$ cat config.mk
export PLATFORM = sky130hd
export DESIGN_NAME = tcsp_timer
export DESIGN_NICKNAME = d
export VERILOG_FILES = /design/src/core/tcsp_pkg.sv /design/src/core/tcsp_timer.sv
export SDC_FILE = /design/constraint.sdc
export NUM_CORES = 2
export LEC_CHECK = 0
export ABC_CLOCK_PERIOD_IN_PS = 4300
export BUFFER_PORTS_ARGS = -buffer_cell sky130_fd_sc_hd__buf_2
export CAP_MARGIN = 40
export CORE_MARGIN = 8
export CORE_UTILIZATION = 40
export CTS_CLUSTER_DIAMETER = 100
export DETAILED_ROUTE_END_ITERATION = 6
export PLACE_DENSITY = 0.56
export SYNTH_ARGS = -nofsm -noshare
export SYNTH_HDL_FRONTEND = slang
export SYNTH_SLANG_ARGS = --single-unit
$ cat constraint.sdc
create_clock -name hclk -period 4.3 [get_ports hclk]
set_input_delay 0.43 -clock hclk [delete_from_list [all_inputs] [get_ports hclk]]
set_output_delay 0.43 -clock hclk [all_outputs]
set_load 0.05 [all_outputs]
$ cat src/core/tcsp_pkg.sv
// constants, types and register map of the five-channel timer unit
// assumes a single AHB-Lite master and one 100 MHz clock
`default_nettype none
package tcsp_pkg;
	// ==========================================
	// sizes
	localparam int NCH = 5;
	localparam int CW = 16;
	localparam int NFLAG = 3;
	localparam int NPH = 3;
	localparam int CH_P0 = 3;
	localparam int CH_P1 = 4;
	// ==========================================
	// register map (byte addresses)
	localparam logic [7:0] OFS_START = 8'h00;
	localparam logic [7:0] OFS_SYNC = 8'h04;
	localparam logic [7:0] OFS_PWM = 8'h08;
	localparam logic [7:0] OFS_MODE = 8'h0C;
	localparam logic [7:0] OFS_FLAG = 8'h10;
	localparam logic [7:0] OFS_IEN = 8'h14;
	localparam logic [2:0] CH_BASE_IDX = 3'h1;
	localparam logic [4:0] FLD_CTL = 5'h00;
	localparam logic [4:0] FLD_CNT = 5'h04;
	localparam logic [4:0] FLD_GRA = 5'h08;
	localparam logic [4:0] FLD_GRB = 5'h0C;
	localparam logic [4:0] FLD_BUFA = 5'h10;
	localparam logic [4:0] FLD_BUFB = 5'h14;
	localparam logic [2:0] SIZE_WORD = 3'h2;
	localparam int MODE_BUF_BIT = 2;
	// ==========================================
	// flag layout per channel, reset values
	localparam int FL_A = 0;
	localparam int FL_B = 1;
	localparam int FL_OVF = 2;
	localparam logic [CW-1:0] CNT_ZERO = 16'h0000;
	localparam logic [CW-1:0] CNT_ONE = 16'h0001;
	localparam logic [CW-1:0] CNT_MAX = 16'hFFFF;
	localparam logic [CW-1:0] GR_RST = 16'hFFFF;
	// ==========================================
	// types
	typedef enum logic [1:0] {MODE_NORMAL = 2'b00, MODE_RSYNC = 2'b01,
		MODE_COMPL = 2'b10} tcsp_mode_e;
	typedef enum logic [1:0] {CLR_NONE = 2'b00, CLR_A = 2'b01, CLR_B = 2'b10,
		CLR_SYNC = 2'b11} tcsp_clr_e;
	typedef enum logic [1:0] {EDGE_NONE = 2'b00, EDGE_RISE = 2'b01, EDGE_FALL = 2'b10,
		EDGE_BOTH = 2'b11} tcsp_edge_e;
	typedef struct packed {
		tcsp_edge_e edge_b;
		tcsp_edge_e edge_a;
		tcsp_clr_e clr_src;
	} tcsp_chctl_s;
	typedef struct packed {
		logic [7:0] addr;
		logic write;
		logic valid;
	} tcsp_aphase_s;
endpackage : tcsp_pkg
`default_nettype wire

$ cat src/core/tcsp_timer.sv
// five-channel 16-bit timer: capture, sync preset/clear, pwm, paired three-phase pwm
// assumes AHB-Lite single-slave bus, pins synchronous to hclk
`default_nettype none
module tcsp_timer (
	// clock and reset
	input wire logic hclk,
	input wire logic hresetn,
	// ahb-lite slave
	input wire logic hsel,
	input wire logic [31:0] haddr,
	input wire logic [1:0] htrans,
	input wire logic hwrite,
	input wire logic [2:0] hsize,
	input wire logic [31:0] hwdata,
	input wire logic hready,
	output logic hreadyout,
	output logic hresp,
	output logic [31:0] hrdata,
	// channel pins
	input wire logic [tcsp_pkg::NCH-1:0] chan_pin_a_in,
	output logic [tcsp_pkg::NCH-1:0] chan_pin_a_out,
	output logic [tcsp_pkg::NCH-1:0] chan_pin_a_oe_n,
	input wire logic [tcsp_pkg::NCH-1:0] chan_pin_b_in,
	output logic [tcsp_pkg::NCH-1:0] chan_pin_b_out,
	output logic [tcsp_pkg::NCH-1:0] chan_pin_b_oe_n,
	output logic ch4_extra_out_a,
	output logic ch4_extra_out_b,
	// status
	output logic irq_req
);
	localparam int N = tcsp_pkg::NCH;
	localparam int W = tcsp_pkg::CW;
	localparam int NF = N * tcsp_pkg::NFLAG;

	// ==========================================
	// bus slave
	tcsp_pkg::tcsp_aphase_s aph;
	logic wr;
	logic [2:0] ch_idx;
	logic [4:0] fld;
	logic [N-1:0] start, sync, pwm;
	tcsp_pkg::tcsp_mode_e mode;
	logic buf_en;
	logic [NF-1:0] flags, ien, set_v;

	assign hreadyout = 1'b1;
	assign hresp = 1'b0;
	assign wr = aph.valid && aph.write;
	assign ch_idx = aph.addr[7:5] - tcsp_pkg::CH_BASE_IDX;
	assign fld = aph.addr[4:0];

	always_ff @(posedge hclk or negedge hresetn) begin
		if (!hresetn) begin
			aph <= '0;
		end else if (hready) begin
			aph.valid <= hsel && htrans[1] && (hsize == tcsp_pkg::SIZE_WORD);
			aph.write <= hwrite;
			aph.addr <= haddr[7:0];
		end
	end

	always_ff @(posedge hclk or negedge hresetn) begin
		if (!hresetn) begin
			start <= '0;
			sync <= '0;
			pwm <= '0;
			mode <= tcsp_pkg::MODE_NORMAL;
			buf_en <= 1'b0;
			ien <= '0;
		end else if (wr) begin
			unique case (aph.addr)
				tcsp_pkg::OFS_START: start <= hwdata[N-1:0];
				tcsp_pkg::OFS_SYNC: sync <= hwdata[N-1:0];
				tcsp_pkg::OFS_PWM: pwm <= hwdata[N-1:0];
				tcsp_pkg::OFS_MODE: begin
					mode <= tcsp_pkg::tcsp_mode_e'(hwdata[1:0]);
					buf_en <= hwdata[tcsp_pkg::MODE_BUF_BIT];
				end
				tcsp_pkg::OFS_IEN: ien <= hwdata[NF-1:0];
				default: ;
			endcase
		end
	end

	// sticky flags, write one to clear, set wins
	always_ff @(posedge hclk or negedge hresetn) begin
		if (!hresetn) begin
			flags <= '0;
		end else if (wr && aph.addr == tcsp_pkg::OFS_FLAG) begin
			flags <= (flags & ~hwdata[NF-1:0]) | set_v;
		end else begin
			flags <= flags | set_v;
		end
	end

	assign irq_req = |(flags & ien);

	// ==========================================
	// channel state
	logic [W-1:0] cnt [N];
	logic [W-1:0] general_reg_a [N];
	logic [W-1:0] general_reg_b [N];
	logic [W-1:0] bufa [N];
	logic [W-1:0] bufb [N];
	tcsp_pkg::tcsp_chctl_s ctl [N];
	logic [N-1:0] ch_sel, match_a, match_b, cap_a, cap_b, a_cap, b_cap;
	logic [N-1:0] ev_a, ev_b, clr_own, do_clr, cnt_load, prev_a, prev_b;
	logic rs, cp, dir_down, turn_dn, uf4, sync_clr, sync_wr, buf_xfer;
	logic [tcsp_pkg::NPH-1:0] next_p, next_q, cur_p;

	assign rs = (mode == tcsp_pkg::MODE_RSYNC);
	assign cp = (mode == tcsp_pkg::MODE_COMPL);
	assign sync_clr = |(clr_own & sync);
	assign sync_wr = wr && fld == tcsp_pkg::FLD_CNT && |(ch_sel & sync);
	assign turn_dn = cp && start[tcsp_pkg::CH_P0] && !dir_down && match_a[tcsp_pkg::CH_P0];
	assign uf4 = cp && start[tcsp_pkg::CH_P1] && dir_down
		&& cnt[tcsp_pkg::CH_P1] == tcsp_pkg::CNT_ZERO;
	assign buf_xfer = buf_en && ((rs && start[tcsp_pkg::CH_P0]
		&& match_a[tcsp_pkg::CH_P0]) || turn_dn || uf4);

	// shared count direction of the paired counters
	always_ff @(posedge hclk or negedge hresetn) begin
		if (!hresetn) begin
			dir_down <= 1'b0;
		end else if (!cp) begin
			dir_down <= 1'b0;
		end else if (turn_dn) begin
			dir_down <= 1'b1;
		end else if (uf4) begin
			dir_down <= 1'b0;
		end
	end

	genvar n;
	generate
		for (n = 0; n < N; n++) begin : g_ch
			localparam bit PAIRED = (n >= tcsp_pkg::CH_P0);
			localparam int PI = PAIRED ? n - tcsp_pkg::CH_P0 : 0;
			logic outm, updn, rise_a, fall_a, rise_b, fall_b;
			assign outm = pwm[n] || (PAIRED && (rs || cp));
			assign updn = PAIRED && cp;
			assign ch_sel[n] = (aph.addr[7:5] == 3'(n + 1));
			assign rise_a = chan_pin_a_in[n] && !prev_a[n];
			assign fall_a = !chan_pin_a_in[n] && prev_a[n];
			assign rise_b = chan_pin_b_in[n] && !prev_b[n];
			assign fall_b = !chan_pin_b_in[n] && prev_b[n];
			assign a_cap[n] = ctl[n].edge_a != tcsp_pkg::EDGE_NONE && !outm;
			assign b_cap[n] = ctl[n].edge_b != tcsp_pkg::EDGE_NONE && !outm;
			assign cap_a[n] = a_cap[n] && ((ctl[n].edge_a[0] && rise_a)
				|| (ctl[n].edge_a[1] && fall_a));
			assign cap_b[n] = b_cap[n] && ((ctl[n].edge_b[0] && rise_b)
				|| (ctl[n].edge_b[1] && fall_b));
			// equality seen now acts at this edge, as the count leaves it
			assign match_a[n] = cnt[n] == general_reg_a[n] && !(rs && n == tcsp_pkg::CH_P1);
			assign match_b[n] = cnt[n] == general_reg_b[n] && !(rs && n == tcsp_pkg::CH_P1);
			assign ev_a[n] = a_cap[n] ? cap_a[n] : start[n] && match_a[n];
			assign ev_b[n] = b_cap[n] ? cap_b[n] : start[n] && match_b[n];
			assign clr_own[n] = (ctl[n].clr_src == tcsp_pkg::CLR_A && ev_a[n])
				|| (ctl[n].clr_src == tcsp_pkg::CLR_B && ev_b[n]);
			assign do_clr[n] = updn ? 1'b0
				: (rs && n == tcsp_pkg::CH_P0) ? match_a[n]
				: clr_own[n] || (ctl[n].clr_src == tcsp_pkg::CLR_SYNC
				&& sync[n] && sync_clr);
			assign cnt_load[n] = wr && fld == tcsp_pkg::FLD_CNT
				&& (ch_sel[n] || (sync[n] && sync_wr));
			assign set_v[n*tcsp_pkg::NFLAG+tcsp_pkg::FL_A] = ev_a[n]
				&& !(cp && n == tcsp_pkg::CH_P0 && dir_down);
			assign set_v[n*tcsp_pkg::NFLAG+tcsp_pkg::FL_B] = ev_b[n];
			assign set_v[n*tcsp_pkg::NFLAG+tcsp_pkg::FL_OVF] = updn
				? (n == tcsp_pkg::CH_P1 && uf4)
				: start[n] && !do_clr[n] && cnt[n] == tcsp_pkg::CNT_MAX;

			always_ff @(posedge hclk or negedge hresetn) begin
				if (!hresetn) begin
					prev_a[n] <= 1'b0;
					prev_b[n] <= 1'b0;
				end else begin
					prev_a[n] <= chan_pin_a_in[n];
					prev_b[n] <= chan_pin_b_in[n];
				end
			end

			always_ff @(posedge hclk or negedge hresetn) begin
				if (!hresetn) begin
					cnt[n] <= tcsp_pkg::CNT_ZERO;
				end else if (cnt_load[n]) begin
					cnt[n] <= hwdata[W-1:0];
				end else if (start[n]) begin
					if (do_clr[n]) begin
						cnt[n] <= tcsp_pkg::CNT_ZERO;
					end else if (updn && dir_down) begin
						cnt[n] <= cnt[n] - tcsp_pkg::CNT_ONE;
					end else begin
						cnt[n] <= cnt[n] + tcsp_pkg::CNT_ONE;
					end
				end
			end

			always_ff @(posedge hclk or negedge hresetn) begin
				if (!hresetn) begin
					ctl[n] <= '0;
					bufa[n] <= tcsp_pkg::GR_RST;
					bufb[n] <= tcsp_pkg::GR_RST;
				end else if (wr && ch_sel[n]) begin
					unique case (fld)
						tcsp_pkg::FLD_CTL: ctl[n] <= hwdata[5:0];
						tcsp_pkg::FLD_BUFA: bufa[n] <= hwdata[W-1:0];
						tcsp_pkg::FLD_BUFB: bufb[n] <= hwdata[W-1:0];
						default: ;
					endcase
				end
			end

			always_ff @(posedge hclk or negedge hresetn) begin
				if (!hresetn) begin
					general_reg_a[n] <= tcsp_pkg::GR_RST;
				end else if (wr && ch_sel[n] && fld == tcsp_pkg::FLD_GRA) begin
					general_reg_a[n] <= hwdata[W-1:0];
				end else if (cap_a[n]) begin
					general_reg_a[n] <= cnt[n];
				end else if (PAIRED && buf_xfer) begin
					general_reg_a[n] <= bufa[n];
				end
			end

			always_ff @(posedge hclk or negedge hresetn) begin
				if (!hresetn) begin
					general_reg_b[n] <= tcsp_pkg::GR_RST;
				end else if (wr && ch_sel[n] && fld == tcsp_pkg::FLD_GRB) begin
					general_reg_b[n] <= hwdata[W-1:0];
				end else if (cap_b[n]) begin
					general_reg_b[n] <= cnt[n];
				end else if (PAIRED && buf_xfer) begin
					general_reg_b[n] <= bufb[n];
				end
			end

			// pin A: plain pwm, or primary of a phase pair
			always_ff @(posedge hclk or negedge hresetn) begin
				if (!hresetn) begin
					chan_pin_a_out[n] <= 1'b0;
				end else if (PAIRED && (rs || cp)) begin
					chan_pin_a_out[n] <= next_p[PI];
				end else if (pwm[n] && ev_a[n] && !ev_b[n]) begin
					chan_pin_a_out[n] <= 1'b1;
				end else if (pwm[n] && ev_b[n] && !ev_a[n]) begin
					chan_pin_a_out[n] <= 1'b0;
				end
			end

			assign chan_pin_a_oe_n[n] = !outm;
			assign chan_pin_b_oe_n[n] = !(PAIRED && (rs || cp));

			a_capture_copy: assert property (@(posedge hclk) disable iff (!hresetn)
				cap_a[n] && !(wr && ch_sel[n] && fld == tcsp_pkg::FLD_GRA)
				|=> general_reg_a[n] == $past(cnt[n]))
				else $error("capture did not copy counter");
			a_capb_clear: assert property (@(posedge hclk) disable iff (!hresetn)
				cap_b[n] && start[n] && !updn && !cnt_load[n]
				&& ctl[n].clr_src == tcsp_pkg::CLR_B |=> cnt[n] == tcsp_pkg::CNT_ZERO)
				else $error("capture B did not clear counter");
			a_sync_preset: assert property (@(posedge hclk) disable iff (!hresetn)
				sync_wr && sync[n] |=> cnt[n] == $past(hwdata[W-1:0]))
				else $error("sync preset missed a channel");
			a_pwm_edges: assert property (@(posedge hclk) disable iff (!hresetn)
				pwm[n] && !(PAIRED && (rs || cp)) && ev_a[n] && !ev_b[n]
				##1 !ev_b[n] |-> chan_pin_a_out[n])
				else $error("pwm pin not high after match A");
			a_pwm_equal: assert property (@(posedge hclk) disable iff (!hresetn)
				pwm[n] && !(PAIRED && (rs || cp)) && ev_a[n] && ev_b[n]
				|=> $stable(chan_pin_a_out[n]))
				else $error("pwm pin moved on equal match");
		end
	endgenerate

	// ==========================================
	// three-phase pairs on channels 3 and 4
	logic [W-1:0] tp [tcsp_pkg::NPH];
	assign tp[0] = general_reg_b[tcsp_pkg::CH_P0];
	assign tp[1] = general_reg_a[tcsp_pkg::CH_P1];
	assign tp[2] = general_reg_b[tcsp_pkg::CH_P1];
	assign cur_p = {chan_pin_b_out[tcsp_pkg::CH_P1], chan_pin_a_out[tcsp_pkg::CH_P1],
		chan_pin_a_out[tcsp_pkg::CH_P0]};

	genvar k;
	generate
		for (k = 0; k < tcsp_pkg::NPH; k++) begin : g_ph
			always_comb begin
				next_p[k] = 1'b0;
				next_q[k] = 1'b0;
				if (rs) begin
					next_p[k] = cur_p[k];
					if (start[tcsp_pkg::CH_P0] && do_clr[tcsp_pkg::CH_P0]) begin
						next_p[k] = 1'b1;
					end else if (start[tcsp_pkg::CH_P0] && cnt[tcsp_pkg::CH_P0] == tp[k]) begin
						next_p[k] = 1'b0;
					end
					next_q[k] = !next_p[k];
				end else if (cp) begin
					// lower counter decides primary, upper decides partner
					// undershoot of the lower counter must not raise the primary
					next_p[k] = cnt[tcsp_pkg::CH_P1] > tp[k]
						&& cnt[tcsp_pkg::CH_P1] < cnt[tcsp_pkg::CH_P0];
					next_q[k] = cnt[tcsp_pkg::CH_P0] <= tp[k];
				end
			end
		end
	endgenerate

	always_ff @(posedge hclk or negedge hresetn) begin
		if (!hresetn) begin
			chan_pin_b_out <= '0;
			ch4_extra_out_a <= 1'b0;
			ch4_extra_out_b <= 1'b0;
		end else begin
			chan_pin_b_out <= '0;
			chan_pin_b_out[tcsp_pkg::CH_P0] <= next_q[0];
			chan_pin_b_out[tcsp_pkg::CH_P1] <= next_p[2];
			ch4_extra_out_a <= next_q[1];
			ch4_extra_out_b <= next_q[2];
		end
	end

	// ==========================================
	// read mux
	always_comb begin
		hrdata = '0;
		if (aph.valid && !aph.write) begin
			unique case (aph.addr)
				tcsp_pkg::OFS_START: hrdata[N-1:0] = start;
				tcsp_pkg::OFS_SYNC: hrdata[N-1:0] = sync;
				tcsp_pkg::OFS_PWM: hrdata[N-1:0] = pwm;
				tcsp_pkg::OFS_MODE: hrdata[2:0] = {buf_en, mode};
				tcsp_pkg::OFS_FLAG: hrdata[NF-1:0] = flags;
				tcsp_pkg::OFS_IEN: hrdata[NF-1:0] = ien;
				default: begin
					if (ch_idx < 3'(N)) begin
						unique case (fld)
							tcsp_pkg::FLD_CTL: hrdata[5:0] = ctl[ch_idx];
							tcsp_pkg::FLD_CNT: hrdata[W-1:0] = cnt[ch_idx];
							tcsp_pkg::FLD_GRA: hrdata[W-1:0] = general_reg_a[ch_idx];
							tcsp_pkg::FLD_GRB: hrdata[W-1:0] = general_reg_b[ch_idx];
							tcsp_pkg::FLD_BUFA: hrdata[W-1:0] = bufa[ch_idx];
							tcsp_pkg::FLD_BUFB: hrdata[W-1:0] = bufb[ch_idx];
							default: ;
						endcase
					end
				end
			endcase
		end
	end

	// ==========================================
	// paired-mode checks
	a_rs_clear: assert property (@(posedge hclk) disable iff (!hresetn)
		rs && start[3] && match_a[3] && !cnt_load[3] |=> cnt[3] == tcsp_pkg::CNT_ZERO)
		else $error("reset-sync counter not cleared at period");
	a_no_overlap: assert property (@(posedge hclk) disable iff (!hresetn)
		cp |=> !(chan_pin_a_out[3] && chan_pin_b_out[3])
		&& !(chan_pin_a_out[4] && ch4_extra_out_a) && !(chan_pin_b_out[4] && ch4_extra_out_b))
		else $error("complementary pair overlap");
	a_dir_turn: assert property (@(posedge hclk) disable iff (!hresetn)
		turn_dn ##1 cp |-> dir_down)
		else $error("no turn to down count");
	a_buf_copy: assert property (@(posedge hclk) disable iff (!hresetn)
		rs && buf_en && start[3] && match_a[3] && !wr |=> general_reg_b[3] == $past(bufb[3]))
		else $error("buffer not transferred");
endmodule : tcsp_timer
`default_nettype wire

==> results.txt <==
status: completed
clock sinks: 508
total power: 17.2 mW
Routed WL: 124000 um
final hold violation count: 0
Worst setup EP type: output port
number of fill cells: 7876
via/cell ratio: 6.13
syn avg cell area: 10.0 um^2
clock slew at reported path FFs: 60 ps
top cells by area, synth: dfstp_2 25%, dfrtp_1 14%, mux2_2 7.4%
number of setup violations in the final report: 0
number of DRC markers after the initial detailed-route iteration: 2975
Crit Reg-Reg Startpoint: mode[0]
Sw Ratio: 37.5%
first-pass GRT wire length: 181000 um
gr ovfl total: 0
routed length on met1: 52800 um
post-synthesis sequential area ratio: 39.7%
Pre-antenna DRT Iters: 7
register area: 13100 um^2
multi-input logic area: 18500 um^2
Critical Path Source Type: register
Post-synth ARST share: 100%
Rel. slew slack: 31.2%
Max VDD drop: 0.329 mV
GRT Total Usage: 26.5%
Seq cells post-synth: 508
clock root cell: clkbuf_16
post-synthesis cell count: 3300
vias: 27.4k
mapped cell area: 33000 um^2
antenna violations before repair: 2
largest net degree at the start of global routing: 126
synth cell count leaders: 320 x dfstp_2, 305 x nand2_1, 257 x o21ai_0
I/O pin count: 141
Die Footprint: 92100 um^2
Worst Hold Launch: hwdata[0]
worst slew pin tran: 1030 ps
Met2 Wirelength: 54900 um
Layout Utilization: 45.8%
effective utilization at floorplan: 40.3%
clk_skew: 27.6 ps
clock power share: 30.8%
Int Power: 10.7 mW
sequential power share: 37.6%
Std-Cell Rows: 105
Area growth, synth to finish: 13.7%
WS Path Type: register to output port
post-synth top area cell: dfstp_2
Yosys warning total: 0
routability congestion estimate: 0.983
final instance area: 37600 um^2
Hold Crit Class: input port to register
Detail Route Antenna Nets: 0
most frequent cell after synthesis: dfstp_2
fin crit share: 97.5%
vias in the first global route: 26.3k
top_reg_cell synth: dfstp_2
Combinational Power Share: 31.6%
final count of pins violating max slew: 0
Synth top area share: 25.4%
CTS buffer count: 59
CORE AREA: 82000 um^2
RSZ-0062 raised after global routing: true
worst-case clock buffer depth: 3
Req. time, crit path: 3870 ps
PortBufs: 75
placed cell area: 35300 um^2
Leak: 15.5 nW
met3 routed WL: 11900 um
nets: 3587
Routed wire per std cell: 27.8 um
# H-tree levels: 2
CTS tree: yes
DR top layer: met4
Max-Cap Viols: 0
power per cell area: 458 nW/um^2
crit path DAT: 3760 ps
HPWL Detailed: 91500 um
chip height: 303 um
layout cell share with drive strength beyond 1: 29.9%
Residual DRC: 0
Crit Path Max Fanout: 70
Synth cell types: 83
NetSw: 6.46 mW
f_max: 239 MHz
latest clock arrival within the worst-skew pair: 670 ps
number of flops mapped to enable cells by yosys: 0
Min Clock Period, post-route: 4190 ps
die width: 303 um
CP startpoint: aph[7]
[critical path: stages (launching register included)]
cell and delay [ps]:
dfrtp_4 480, inv_1 180, ha_4 250, buf_4 200, nand2_1 130, nor2_4 50
buf_12 190, a22oi_1 290, o22ai_1 110, a21oi_1 130, o221ai_1 210, a222oi_1 280
nor2_1 120, buf_4 210, buf_12 150
[layout make-up]
type                            count  area share [%]
Sequential cell                   508            34.9
Antenna cell                        2          0.0133
Multi-Input combinational cell   2424            49.1
Tap cell                         1070            3.56
Timing Repair Buffer              269            6.15
Inverter                           90           0.899
Clock buffer                       85            4.48
Clock inverter                     24           0.892
[through the flow]
step                setup TNS, ps  std cells  setup slack, ps  hold slack [ps]
floorplan                       0       3322             92.7              134
global placement                0       4328              438              408
detailed placement              0       4336              428              403
CTS                             0       4470             61.9             34.7
finish                          0       4472              109             60.2
global route                -77.6       4470            -31.6             47.7
[sequential cells by signal, summed over array words and instances (netlist names), 5 cells and up]
signal,count
aph,10
bufa,80
bufb,80
chan_pin_a_out,5
cnt,80
ctl,30
flags,15
general_reg_a,80
general_reg_b,80
ien,15
prev_a,5
prev_b,5
pwm,5
start,5
sync,5
[layer usage]
| layer | global-route usage (%) | vias to the layer above |
|---|---|---|
| li1 | - | 12100 |
| met1 | 37.1 | 13900 |
| met2 | 40.7 | 1234 |
| met3 | 5.29 | 212 |
| met4 | 9.34 | 0 |
| met5 | 0 | - |
[path summary, 6_finish.rpt]
kind,to,slack [ps],depth (start not counted)
max,hrdata[12],110,14
min,ctl[0],60,2
max reg2reg,cnt[31],300,15
min reg2reg,bufb[63],480,2
max in group asynchronous,aph[7],2850,3
min in group asynchronous,ien[12],340,2
[power by group through the flow]
stage,logic (mW),clock network [mW],registers (mW)
4_1_cts,5.36,5.38,6.41
5_1_grt,5.86,5.54,6.52
3_5_place_dp,5.30,0,6.48
6_report,5.44,5.30,6.46
2_1_floorplan,3.47,0,6.00
3_3_place_gp,5.23,0,6.48
[cell families after synthesis]
logic type | count (synthesis) | share of synthesized area [%]
other | 2 | 0.0227
adders and majority gates | 151 | 5.76
and+or+nand+nor | 815 | 11.8
muxes | 463 | 18.1
xor gates and xnor gates | 140 | 3.71
buffers and inverters | 390 | 5.15
AOI/OAI and AO/OA | 831 | 15.8
DFF | 508 | 39.7
[timing repair]
| item | 4_1_cts | 5_1_grt |
|---|---|---|
| gates resized for setup | 0 | 6 |
| hold buffers | 21 | 0 |
| cloned | 0 | 0 |
| setup endpoints to repair | 10 | 6 |
| hold endpoints to repair | 31 | 0 |
| setup buffers | 4 | 0 |
| pin swaps | 1 | 1 |
[placed cells by master, fill, tap and decap left out, types with 29 or more instances in the layout]
master	instances
dfstp_2	320
nand2_1	305
o21ai_0	257
mux2_2	217
a21oi_1	197
dfrtp_1	187
mux2i_1	160
nor2_1	156
buf_4	155
ha_1	148
xor2_1	91
inv_1	87
mux4_2	86
a22oi_1	83
buf_2	60
clkbuf_16	59
and3_1	51
nor3_1	49
xnor2_1	48
nand3b_1	42
nand4_1	41
nor2b_1	36
o21ai_1	36
nor4_1	31
nand3_1	30
a31oi_1	29
(Power assumes the default switching activity.)
